### config.mk
export PLATFORM = sky130hd
export DESIGN_NAME = dwsc_device_flat
export DESIGN_NICKNAME = d
export VERILOG_FILES = /design/src/rtl/dwsc_pkg.sv /design/src/rtl/dwsc_link_if.sv /design/src/rtl/dwsc_device.sv /design/src/flat_wrapper.sv
export VERILOG_INCLUDE_DIRS = /design/src /design/src/rtl
export SDC_FILE = /design/constraint.sdc
export NUM_CORES = 1
export LEC_CHECK = 0
export BUFFER_PORTS_ARGS = -buffer_cell sky130_fd_sc_hd__buf_2
export CORE_MARGIN = 5
export CORE_UTILIZATION = 45
export CTS_CLUSTER_DIAMETER = 30
export CTS_CLUSTER_SIZE = 14
export DETAILED_ROUTE_END_ITERATION = 10
export GPL_TIMING_DRIVEN = 0
export MAX_ROUTING_LAYER = met4
export PLACE_DENSITY = 0.62
export SKIP_LAST_GASP = 1
export SYNTH_ARGS = -nofsm -noshare
export SYNTH_HDL_FRONTEND = slang
export SYNTH_SLANG_ARGS = --single-unit
### constraint.sdc
create_clock -name clk -period 2.7 [get_ports clk]
set_clock_uncertainty 0.05 [all_clocks]
set_input_delay 0.675 -clock clk [delete_from_list [all_inputs] [get_ports clk]]
set_output_delay 0.675 -clock clk [all_outputs]
set_load 0.05 [all_outputs]
### src/rtl/dwsc_defines.svh
// Timing counts and protocol constants for the dual wiper serial control link.
// Assumes a 200 MHz system clock shared by both ends.
`ifndef DWSC_DEFINES_SVH
`define DWSC_DEFINES_SVH

// =====================================================
// Frame layout
`define DWSC_START_BIT      1'b1
`define DWSC_ADDR_OUT1      2'b10
`define DWSC_ADDR_OUT2      2'b11
`define DWSC_FRAME_BITS     11
`define DWSC_GAP_CYCLES     2

// =====================================================
// Timing
`define DWSC_CLK_PERIOD_NS  5
`define DWSC_STORE_SETUP_NS 150
`define DWSC_STORE_SETUP_CYC ((`DWSC_STORE_SETUP_NS + `DWSC_CLK_PERIOD_NS - 1) / `DWSC_CLK_PERIOD_NS)
`define DWSC_NV_CYCLE_MS    5
`define DWSC_NV_CYCLE_CYC   (`DWSC_NV_CYCLE_MS * 1000000 / `DWSC_CLK_PERIOD_NS)

// =====================================================
// Reset values
`define DWSC_WIPER_RESET    8'h80

`endif

### src/rtl/dwsc_pkg.sv
// Types shared by both ends of the dual wiper serial control link.
// Assumes dwsc_defines.svh supplies the numbers.
package dwsc_pkg;
  typedef enum logic [2:0]
  {
    DWSC_IDLE  = 3'b000,
    DWSC_ADDR  = 3'b001,
    DWSC_DATA  = 3'b011,
    DWSC_GAP   = 3'b010,
    DWSC_BUSY  = 3'b110
  } dwsc_state_e;
  typedef logic [7:0] dwsc_wiper_t;
endpackage

### src/rtl/dwsc_link_if.sv
// Wires between the host and the dual wiper device.
// Assumes both ends share the system clock; serial_out is resolved from its enable.
`timescale 1ns/1ps
`default_nettype none
interface dwsc_link_if;
  logic select;
  logic sclk;
  logic serial_in;
  logic store_request;
  logic dev_serial_out;
  logic dev_serial_oe;
  logic nv_write_status;
  wire  serial_out = dev_serial_oe ? dev_serial_out : 1'b1;

  modport device
  (
    input  select, sclk, serial_in, store_request,
    output dev_serial_out, dev_serial_oe, nv_write_status
  );
  modport host
  (
    output select, sclk, serial_in, store_request,
    input  serial_out, nv_write_status, dev_serial_oe
  );
endinterface
`default_nettype wire

### src/rtl/dwsc_device.sv
// Device end: serial wiper control with volatile wipers and non-volatile copies.
// Assumes link pins arrive asynchronously and are synchronised here.
`timescale 1ns/1ps
`default_nettype none
`include "dwsc_defines.svh"

// What this block does
// [RULE1] Store request drives status low until done
// [RULE2] Ignore input, drive nothing while programming
// [RULE3] Status stays high when supply too low
// [RULE4] Shift out after start and address
// [RULE5] Output driver enabled only while selected
// [RULE6] Start, two address, eight data bits
// [RULE7] Output updates cycle after final data bit
// [RULE8] Host raises store request early enough
// [RULE9] Ready for new frame two cycles later
// [RULE10] Host keeps clock running while programming
// [RULE11] Every transfer shifts old contents out
// [RULE12] Early deselect reloads stored value
// [RULE13] Temporary settings revert when select falls
// [RULE14] Unstored data dropped after two cycles
// [RULE15] Start bit one, fields LSB first
// [RULE16] Address 10 first output, 11 second
// [RULE17] Host leaves two cycles between frames
// [RULE18] Power-up loads wipers from storage; reset here loads both wipers and both copies with DWSC_WIPER_RESET
// [RULE19] Per output wiper and non-volatile copy
// [RULE20] Cut frames change nothing, start nothing
module dwsc_device
  import dwsc_pkg::*;
#(
  parameter int NV_CYCLES = `DWSC_NV_CYCLE_CYC
)
(
  // System
  input  wire logic        clk,
  input  wire logic        resetn,
  // Link
  dwsc_link_if.device      link,
  // Supply monitor
  input  wire logic        supply_low,
  // Programmable outputs
  output logic [7:0]       programmable_output1,
  output logic [7:0]       programmable_output2
);

  // =====================================================
  // Pin synchronisers
  logic [1:0] sel_s, clk_s, din_s, req_s, low_s;
  logic       sclk_d, req_d, sel_d;

  always_ff @(posedge clk)
  begin
    sel_s <= {sel_s[0], link.select};
    clk_s <= {clk_s[0], link.sclk};
    din_s <= {din_s[0], link.serial_in};
    req_s <= {req_s[0], link.store_request};
    low_s <= {low_s[0], supply_low};
    sclk_d <= clk_s[1];
    req_d <= req_s[1];
    sel_d <= sel_s[1];
  end

  wire rise     = clk_s[1] & ~sclk_d;
  wire req_rise = req_s[1] & ~req_d;
  wire sel_fall = ~sel_s[1] & sel_d;

  // =====================================================
  // Frame sequencer
  dwsc_state_e state;
  logic [3:0]  cnt;
  logic [1:0]  addr;
  logic [7:0]  shreg;
  logic        armed;
  logic [$clog2(NV_CYCLES+1)-1:0] nv_cnt;
  dwsc_wiper_t wiper [2];
  dwsc_wiper_t nvcopy [2];

  function automatic logic sel_idx(input logic [1:0] a);
    return a[0];                                              // [RULE16]
  endfunction

  function automatic logic addr_ok(input logic [1:0] a);
    return a[1];                                              // [RULE16]
  endfunction

  always_ff @(posedge clk)
  begin
    if (!resetn)
    begin
      state <= DWSC_IDLE;
      cnt   <= 4'h0;
      addr  <= 2'h0;
      armed <= 1'b0;
    end
    else if (!sel_s[1] && state != DWSC_BUSY)
    begin
      state <= DWSC_IDLE;                                     // [RULE20]
      armed <= 1'b0;
    end
    else
    begin
      if (req_rise && state inside {DWSC_ADDR, DWSC_DATA})
        armed <= 1'b1;                                        // [RULE8]
      case (state)
        DWSC_IDLE:
          if (rise && din_s[1] == `DWSC_START_BIT)
          begin
            state <= DWSC_ADDR;                               // [RULE15]
            cnt   <= 4'h0;
            armed <= 1'b0;
          end
        DWSC_ADDR:
          if (rise)
          begin
            addr <= {din_s[1], addr[1]};                      // [RULE15]
            cnt  <= cnt + 4'h1;
            if (cnt == 4'h1)
            begin
              state <= DWSC_DATA;                             // [RULE4]
              cnt   <= 4'h0;
            end
          end
        DWSC_DATA:
          if (rise)
          begin
            cnt <= cnt + 4'h1;
            if (cnt == 4'h7)
            begin
              state <= DWSC_GAP;                              // [RULE6]
              cnt   <= 4'h0;
            end
          end
        DWSC_GAP:
          if (rise)
          begin
            cnt <= cnt + 4'h1;
            if (cnt == 4'h0 && (armed || req_s[1]) && addr_ok(addr) && !low_s[1])
              state <= DWSC_BUSY;                             // [RULE1]
            else if (cnt == 4'(`DWSC_GAP_CYCLES - 1))
            begin
              state <= DWSC_IDLE;                             // [RULE9] [RULE14]
              armed <= 1'b0;
            end
          end
        DWSC_BUSY:
          if (nv_cnt == '0)
          begin
            state <= DWSC_IDLE;
            armed <= 1'b0;
          end
        default:
          state <= DWSC_IDLE;
      endcase
    end
  end

  // Programming time is counted in system clocks; the host still keeps the serial clock running
  always_ff @(posedge clk)
  begin
    if (!resetn)
      nv_cnt <= '0;
    else if (state == DWSC_GAP && cnt == 4'h0 && rise)
      nv_cnt <= ($clog2(NV_CYCLES+1))'(NV_CYCLES);
    else if (state == DWSC_BUSY && nv_cnt != '0)
      nv_cnt <= nv_cnt - 1'b1;                                // [RULE10]
  end

  // =====================================================
  // Shift register and wipers
  always_ff @(posedge clk)
  begin
    if (!resetn)
      shreg <= 8'h00;
    else if (state == DWSC_ADDR && rise && cnt == 4'h1)
      shreg <= wiper[sel_idx({din_s[1], addr[1]})];           // [RULE11]
    else if (state == DWSC_DATA && rise)
      shreg <= {din_s[1], shreg[7:1]};                        // [RULE11] [RULE15]
  end

  generate
    for (genvar i = 0; i < 2; i++)
    begin : g_wiper
      always_ff @(posedge clk)
      begin
        if (!resetn)
        begin
          nvcopy[i] <= `DWSC_WIPER_RESET;                     // [RULE19]
          wiper[i]  <= `DWSC_WIPER_RESET;                     // [RULE18]
        end
        else
        begin
          if (sel_fall)
            wiper[i] <= nvcopy[i];                            // [RULE12] [RULE13]
          else if (state == DWSC_GAP && cnt == 4'h0 && rise
                   && addr_ok(addr) && sel_idx(addr) == i)
            wiper[i] <= shreg;                                // [RULE7]
          if (state == DWSC_BUSY && nv_cnt == '0 && sel_idx(addr) == i)
            nvcopy[i] <= wiper[i];                            // [RULE19]
        end
      end
    end
  endgenerate

  // =====================================================
  // Pin outputs
  always_ff @(posedge clk)
  begin
    if (!resetn)
    begin
      link.dev_serial_out  <= 1'b0;
      link.dev_serial_oe   <= 1'b0;
      link.nv_write_status <= 1'b1;
      programmable_output1 <= `DWSC_WIPER_RESET;
      programmable_output2 <= `DWSC_WIPER_RESET;
    end
    else
    begin
      link.dev_serial_oe   <= sel_s[1] && state != DWSC_BUSY;  // [RULE5] [RULE2]
      link.dev_serial_out  <= (state == DWSC_DATA) ? shreg[0] : 1'b0; // [RULE4]
      // Status gated by the supply monitor so a failed store never shows busy
      link.nv_write_status <= !((state == DWSC_BUSY) && !low_s[1]); // [RULE1] [RULE3]
      programmable_output1 <= wiper[0];
      programmable_output2 <= wiper[1];
    end
  end

endmodule
`default_nettype wire

### src/flat_wrapper.sv
// flat-port wrapper written by rule: the top's interface ports become plain ports
module dwsc_device_flat import dwsc_pkg::*;
#(
  parameter int NV_CYCLES = `DWSC_NV_CYCLE_CYC
)
  (clk, resetn, supply_low, programmable_output1, programmable_output2, link_select, link_sclk, link_serial_in, link_store_request, link_dev_serial_out, link_dev_serial_oe, link_nv_write_status);
  dwsc_link_if link_i ();
  input  wire logic clk;
  input  wire logic resetn;
  input  wire logic supply_low;
  output logic [7:0] programmable_output1;
  output logic [7:0] programmable_output2;
  input wire logic [$bits(link_i.select)-1:0] link_select;
  input wire logic [$bits(link_i.sclk)-1:0] link_sclk;
  input wire logic [$bits(link_i.serial_in)-1:0] link_serial_in;
  input wire logic [$bits(link_i.store_request)-1:0] link_store_request;
  output wire logic [$bits(link_i.dev_serial_out)-1:0] link_dev_serial_out;
  output wire logic [$bits(link_i.dev_serial_oe)-1:0] link_dev_serial_oe;
  output wire logic [$bits(link_i.nv_write_status)-1:0] link_nv_write_status;
  assign link_i.select = link_select;
  assign link_i.sclk = link_sclk;
  assign link_i.serial_in = link_serial_in;
  assign link_i.store_request = link_store_request;
  assign link_dev_serial_out = link_i.dev_serial_out;
  assign link_dev_serial_oe = link_i.dev_serial_oe;
  assign link_nv_write_status = link_i.nv_write_status;
  dwsc_device #(.NV_CYCLES(NV_CYCLES)) u_core (.clk(clk), .resetn(resetn), .link(link_i), .supply_low(supply_low), .programmable_output1(programmable_output1), .programmable_output2(programmable_output2));
endmodule
Word-level counts from Yosys, hierarchy flattened
Memory sizes are Yosys's and may differ from the RTL's. A register that Yosys moved wholly into a read port is not among the register bits.
Cells that the tools add are included.
- register bits: 70
- bits in writable memories: 32
- bits in latches: 0
- word-level logic and storage cells: 146
- memories: 2
- ROM bits: 0
- output and inout port bits: 19
- memories (name ; words ; width ; read ports ; clocked after Yosys merged registers in ; write ports ; RTL line ; RTL):
    u_core.nvcopy ; 2 ; 8 ; 2 ; 0 ; 2 ; dwsc_device.sv:76 ; dwsc_wiper_t nvcopy [2];
    u_core.wiper ; 2 ; 8 ; 3 ; 1 ; 2 ; dwsc_device.sv:75 ; dwsc_wiper_t wiper [2];
- shift-type cells: 0
- equality and inequality tests: 15
- bitwise gates (word level): 15
- $lt $le $gt $ge: 0
- multipliers: 0
- mux-type cells: 54
- reductions and logical operators: 38
- $add $sub $neg: 2
- div/mod/pow operators: 0
- operators by type and width (cell ; number):
    8-bit 2-to-1 mux ; 8
    20-bit 2-to-1 mux ; 2
    3-bit 2-to-1 mux ; 9
    1-bit 2-to-1 mux ; 26
    4-bit 2-to-1 mux ; 6
    1-bit logical AND ; 20
    20-bit logical NOT ; 1
    20-bit nonzero test ; 1
    20-bit by 1-bit subtractor with 20-bit output (second input constant) ; 1
    4-bit one-hot mux with 4 select lines ; 1
    3-bit one-hot mux with 5 select lines ; 1
    2-bit by 1-bit != test with 1-bit output (second input constant) ; 4
    8-bit AND reduction ; 1
    3-bit by 2-bit equality test with 1-bit output (second input constant) ; 2
    2-bit != test (second input constant) ; 3
    1-bit NOT ; 6
    1-bit bitwise OR ; 6
    6-bit AND reduction ; 1
    2-bit nonzero test ; 3
    4-bit by 1-bit adder with 4-bit output (second input constant) ; 1
    4-bit by 1-bit equality test with 1-bit output (second input constant) ; 1
    4-bit by 3-bit equality test with 1-bit output (second input constant) ; 1
    4-bit logical NOT ; 1
    4-bit nonzero test ; 1
    12 further kinds ; 17

Logic depth before layout (Yosys ltp)
- word-level depth: 10
- mapped depth: 8

Worst setup path after synthesis
Ideal clock, no wire load.
- kind: reg-to-reg
- from: register u_core.nv_cnt[0]
- to: memory u_core.nvcopy[0][0] (netlist bit) (enable)
- path slack: -0.080 ns
- buffers on the path: 1
- cell stages (with the launch flop): 8
- clock period less this slack: 2.780 ns
- library setup time: 0.384 ns
- arrival: 2.346 ns
- path through: dfxtp_1 -> inv_1 -> ha_1 -> or4b_4 -> nor4b_4 -> buf_2 -> nand3_1 -> o21ai_0
- RTL lines (item ; RTL line ; RTL):
    start: declaration ; dwsc_device.sv:74 ; logic [$clog2(NV_CYCLES+1)-1:0] nv_cnt;
    start signal: assignment ; dwsc_device.sv:163 ; nv_cnt <= ($clog2(NV_CYCLES+1))'(NV_CYCLES);
    start signal: assignment ; dwsc_device.sv:165 ; nv_cnt <= nv_cnt - 1'b1;
    end: declaration ; dwsc_device.sv:76 ;

==> out/metrics.cfg <==
[setup_path]
r2r_cells=8
cp-start-kind=register
slowest_delay_ns=0.50
cp.depth=8
crit_slowest_cell=or4b_4
required_ns=2.68
path_buf_inv=2
cp.arrival_ns=2.57
cp_top_family=simple AND/OR/NAND/NOR gates
crit_chain=inv_1 -> ha_1 -> or4b_4 -> nor4b_4 -> buf_4 -> and3_1 -> nand2_1 -> nand2_1
path_common_cell=nand2_1
crit_fanout=8
crit_type=reg2reg
end_kind=register

[synth]
synth_fp_nets=403
ys_types=52
synthesis.area_mm2=0.004214
synth.largest_area_cell=dfxtp_1
yosys_register_bits=103
yosys.area.top_type_share=0.3373
syn-instance-count=391
avgSynthCellArea_um2=10.78
synth_warnings=0
synthFlopType=dfxtp_1
ys_async_sr_fraction=0
synth_area_leaders=dfxtp_1, edfxtp_1, and2_1, nor2_1, xnor2_1
synth-edff-count=32
ys_seq_area_frac=0.5653

[hold_path]
hold_path_class=reg2reg
holdPathStages=0

[routing]
drt_iter0_drc=80
wl_per_cell_um=16.86
viasPerCell=5.578
vias=3040
drt-total-wl_um=9187
drt-pass1-iter-count=5
drcViolationCount=0
drtAntennaViolNets=0

[global_route]
grt_first_pass_wirelength_um=14810
grtUsageTotal=0.1701
overflow=0
grt_antenna_before_repair=0
grt_pass1_vias=3024
grt_max_degree=18

[status]
outcome=finished clean

[floorplanning]
start_util=0.4582
die_x_um=106.8
num_io_pins=26
row_count=35
dieArea_mm2=0.01140
core_area_mm2=0.009196
die_h_um=106.8

[timing]
setup_tns_ns=0
max-slew-margin-rel=0.4339
setup_violations=0
period_share=0.9607
rsz0062_at_grt=true
final_max_slew_viol_count=0
tightest_slew_ns=0.8422
post-route-min-period_ns=2.594
hold_viol_final=0
fin_ws_ns=0.1060
max_freq_mhz=385.5

[cells_and_area]
fillers=873
multi_input_area_mm2=0.001763
layout-drive-gt1-share=0.1521
final_cell_mix=dfxtp_1, nor2_1, edfxtp_1
nets=441
antenna_cells=0
final_common_cell=dfxtp_1
area_growth_syn_to_layout_pct=11.82
seq_area_mm2=0.002382

[job]
drv_cap=0

[cts]
clkTransAtPathRegs_ns=0.09
clockRootBuffer=clkbuf_8
cts_sinks=103
cts_max_level=3
hold_buffers=0
clock_latency_ns=0.37
cts_made_buffers=9
cts_tree=done
max-clock-path-buffers=2

[power]
power_density_mw_per_mm2=568.9
peakVddDrop_mv=0.3035
power_w=0.002681
p_leak_nw=1.685

[placement]
place_congestion=0.9117
place_ws_ns=-0.6596
portBuffers=25
place_hpwl_um=6352

metal layers:
layer | up-vias | track usage | share of wire
met1 | 1468 | 0.2151 | 0.48
met3 | 18 | 0.02769 | 0.034
met5 | - | - | 0
met4 | 0 | 0.06484 | 0.020
met2 | 66 | 0.2756 | 0.47
li1 | 1488 | - | -
cells in the mapped netlist (all sizes together) (3+ instances only):
| master | number |
|---|---|
| a211oi | 9 |
| a21oi | 20 |
| a221oi | 4 |
| a22o | 14 |
| a311oi | 3 |
| and2 | 30 |
| and3 | 5 |
| buf | 3 |
| clkbuf | 16 |
| dfxtp | 71 |
| edfxtp | 32 |
| ha | 5 |
| inv | 8 |
| mux2i | 8 |
| nand2 | 15 |
| nand2b | 7 |
| nand3 | 8 |
| nand3b | 3 |
| nor2 | 39 |
| nor2b | 9 |
| nor3 | 10 |
| nor4 | 8 |
| nor4b | 7 |
| o21ai | 11 |
| or3 | 5 |
| or4 | 6 |
| xnor2 | 15 |
power breakdown:
group / leakage [nW] / switching (W) / internal (W) / total [W]
Sequential: 0.901 / 0.0000230 / 0.00163 / 0.00166
Clock: 0.0776 / 0.000539 / 0.000335 / 0.000874
Combinational: 0.706 / 0.000106 / 0.0000434 / 0.000149
sequential cells by signal (all words and copies together), names as in the netlist, named ones only:
signal	flops
u_core.req_d	1
u_core.req_s	2
u_core.wiper	16
u_core.low_s	2
u_core.shreg	8
u_core.cnt	4
u_core.sel_d	1
u_core.state	3
u_core.programmable_output2	8
u_core.clk_s	2
u_core.link.dev_serial_oe	1
u_core.nv_cnt	20
u_core.nvcopy	16
u_core.link.nv_write_status	1
u_core.programmable_output1	8
u_core.link.dev_serial_out	1
u_core.sclk_d	1
u_core.addr	2
u_core.din_s	2
u_core.armed	1
u_core.sel_s	2
worst paths after layout:
path | startpoint | end | slack (ns)
setup reg to reg | u_core.nv_cnt[0] | u_core.nvcopy[1][4] | 0.11
hold reg to reg | u_core.din_s[0] | u_core.din_s[1] | 0.28
setup / recovery | u_core.nv_cnt[0] | u_core.nvcopy[1][4] | 0.11
hold / removal | u_core.din_s[0] | u_core.din_s[1] | 0.28
timing repair:
| action | 4_1_cts | 5_1_grt |
|---|---|---|
| endpoints found under the setup margin | 24 | 28 |
| buffers inserted | 0 | 2 |
| resized for setup | 7 | 5 |
| pin swaps | 1 | 1 |
cells by family (layout without fill, tap and decap cells):
| group | after synthesis | in the layout | share of synthesized area |
|---|---|---|---|
| compound gates | 69 | 69 | 0.1125 |
| xor+xnor | 15 | 15 | 0.03118 |
| fa+ha+maj | 5 | 5 | 0.01485 |
| buf+inv | 27 | 70 | 0.02702 |
| flops | 103 | 103 | 0.5653 |
| mux | 8 | 8 | 0.01900 |
| simple gates | 164 | 164 | 0.2301 |
final cells by class:
class	count	share of cell area
Sequential cell	103	0.5056
Multi-Input combinational cell	261	0.3741
Timing Repair Buffer	27	0.02974
Inverter	8	0.006373
Clock buffer	9	0.02629
Tap cell	111	0.02947
Clock inverter	7	0.01036
Buffer	19	0.01806
through the flow:
step                      std cells  hold slack, ns    util  cell area (um2)
after floorplan                 391          0.2596       -             4214
after global placement          527          0.2635  0.4869             4478
after detailed placement        527          0.2638  0.4869             4478
after CTS                       543          0.2870  0.5086             4677
after global routing            545          0.2919  0.5124             4712
final                           545          0.2849  0.5124             4712
Power figures use the tool's default switching activity.
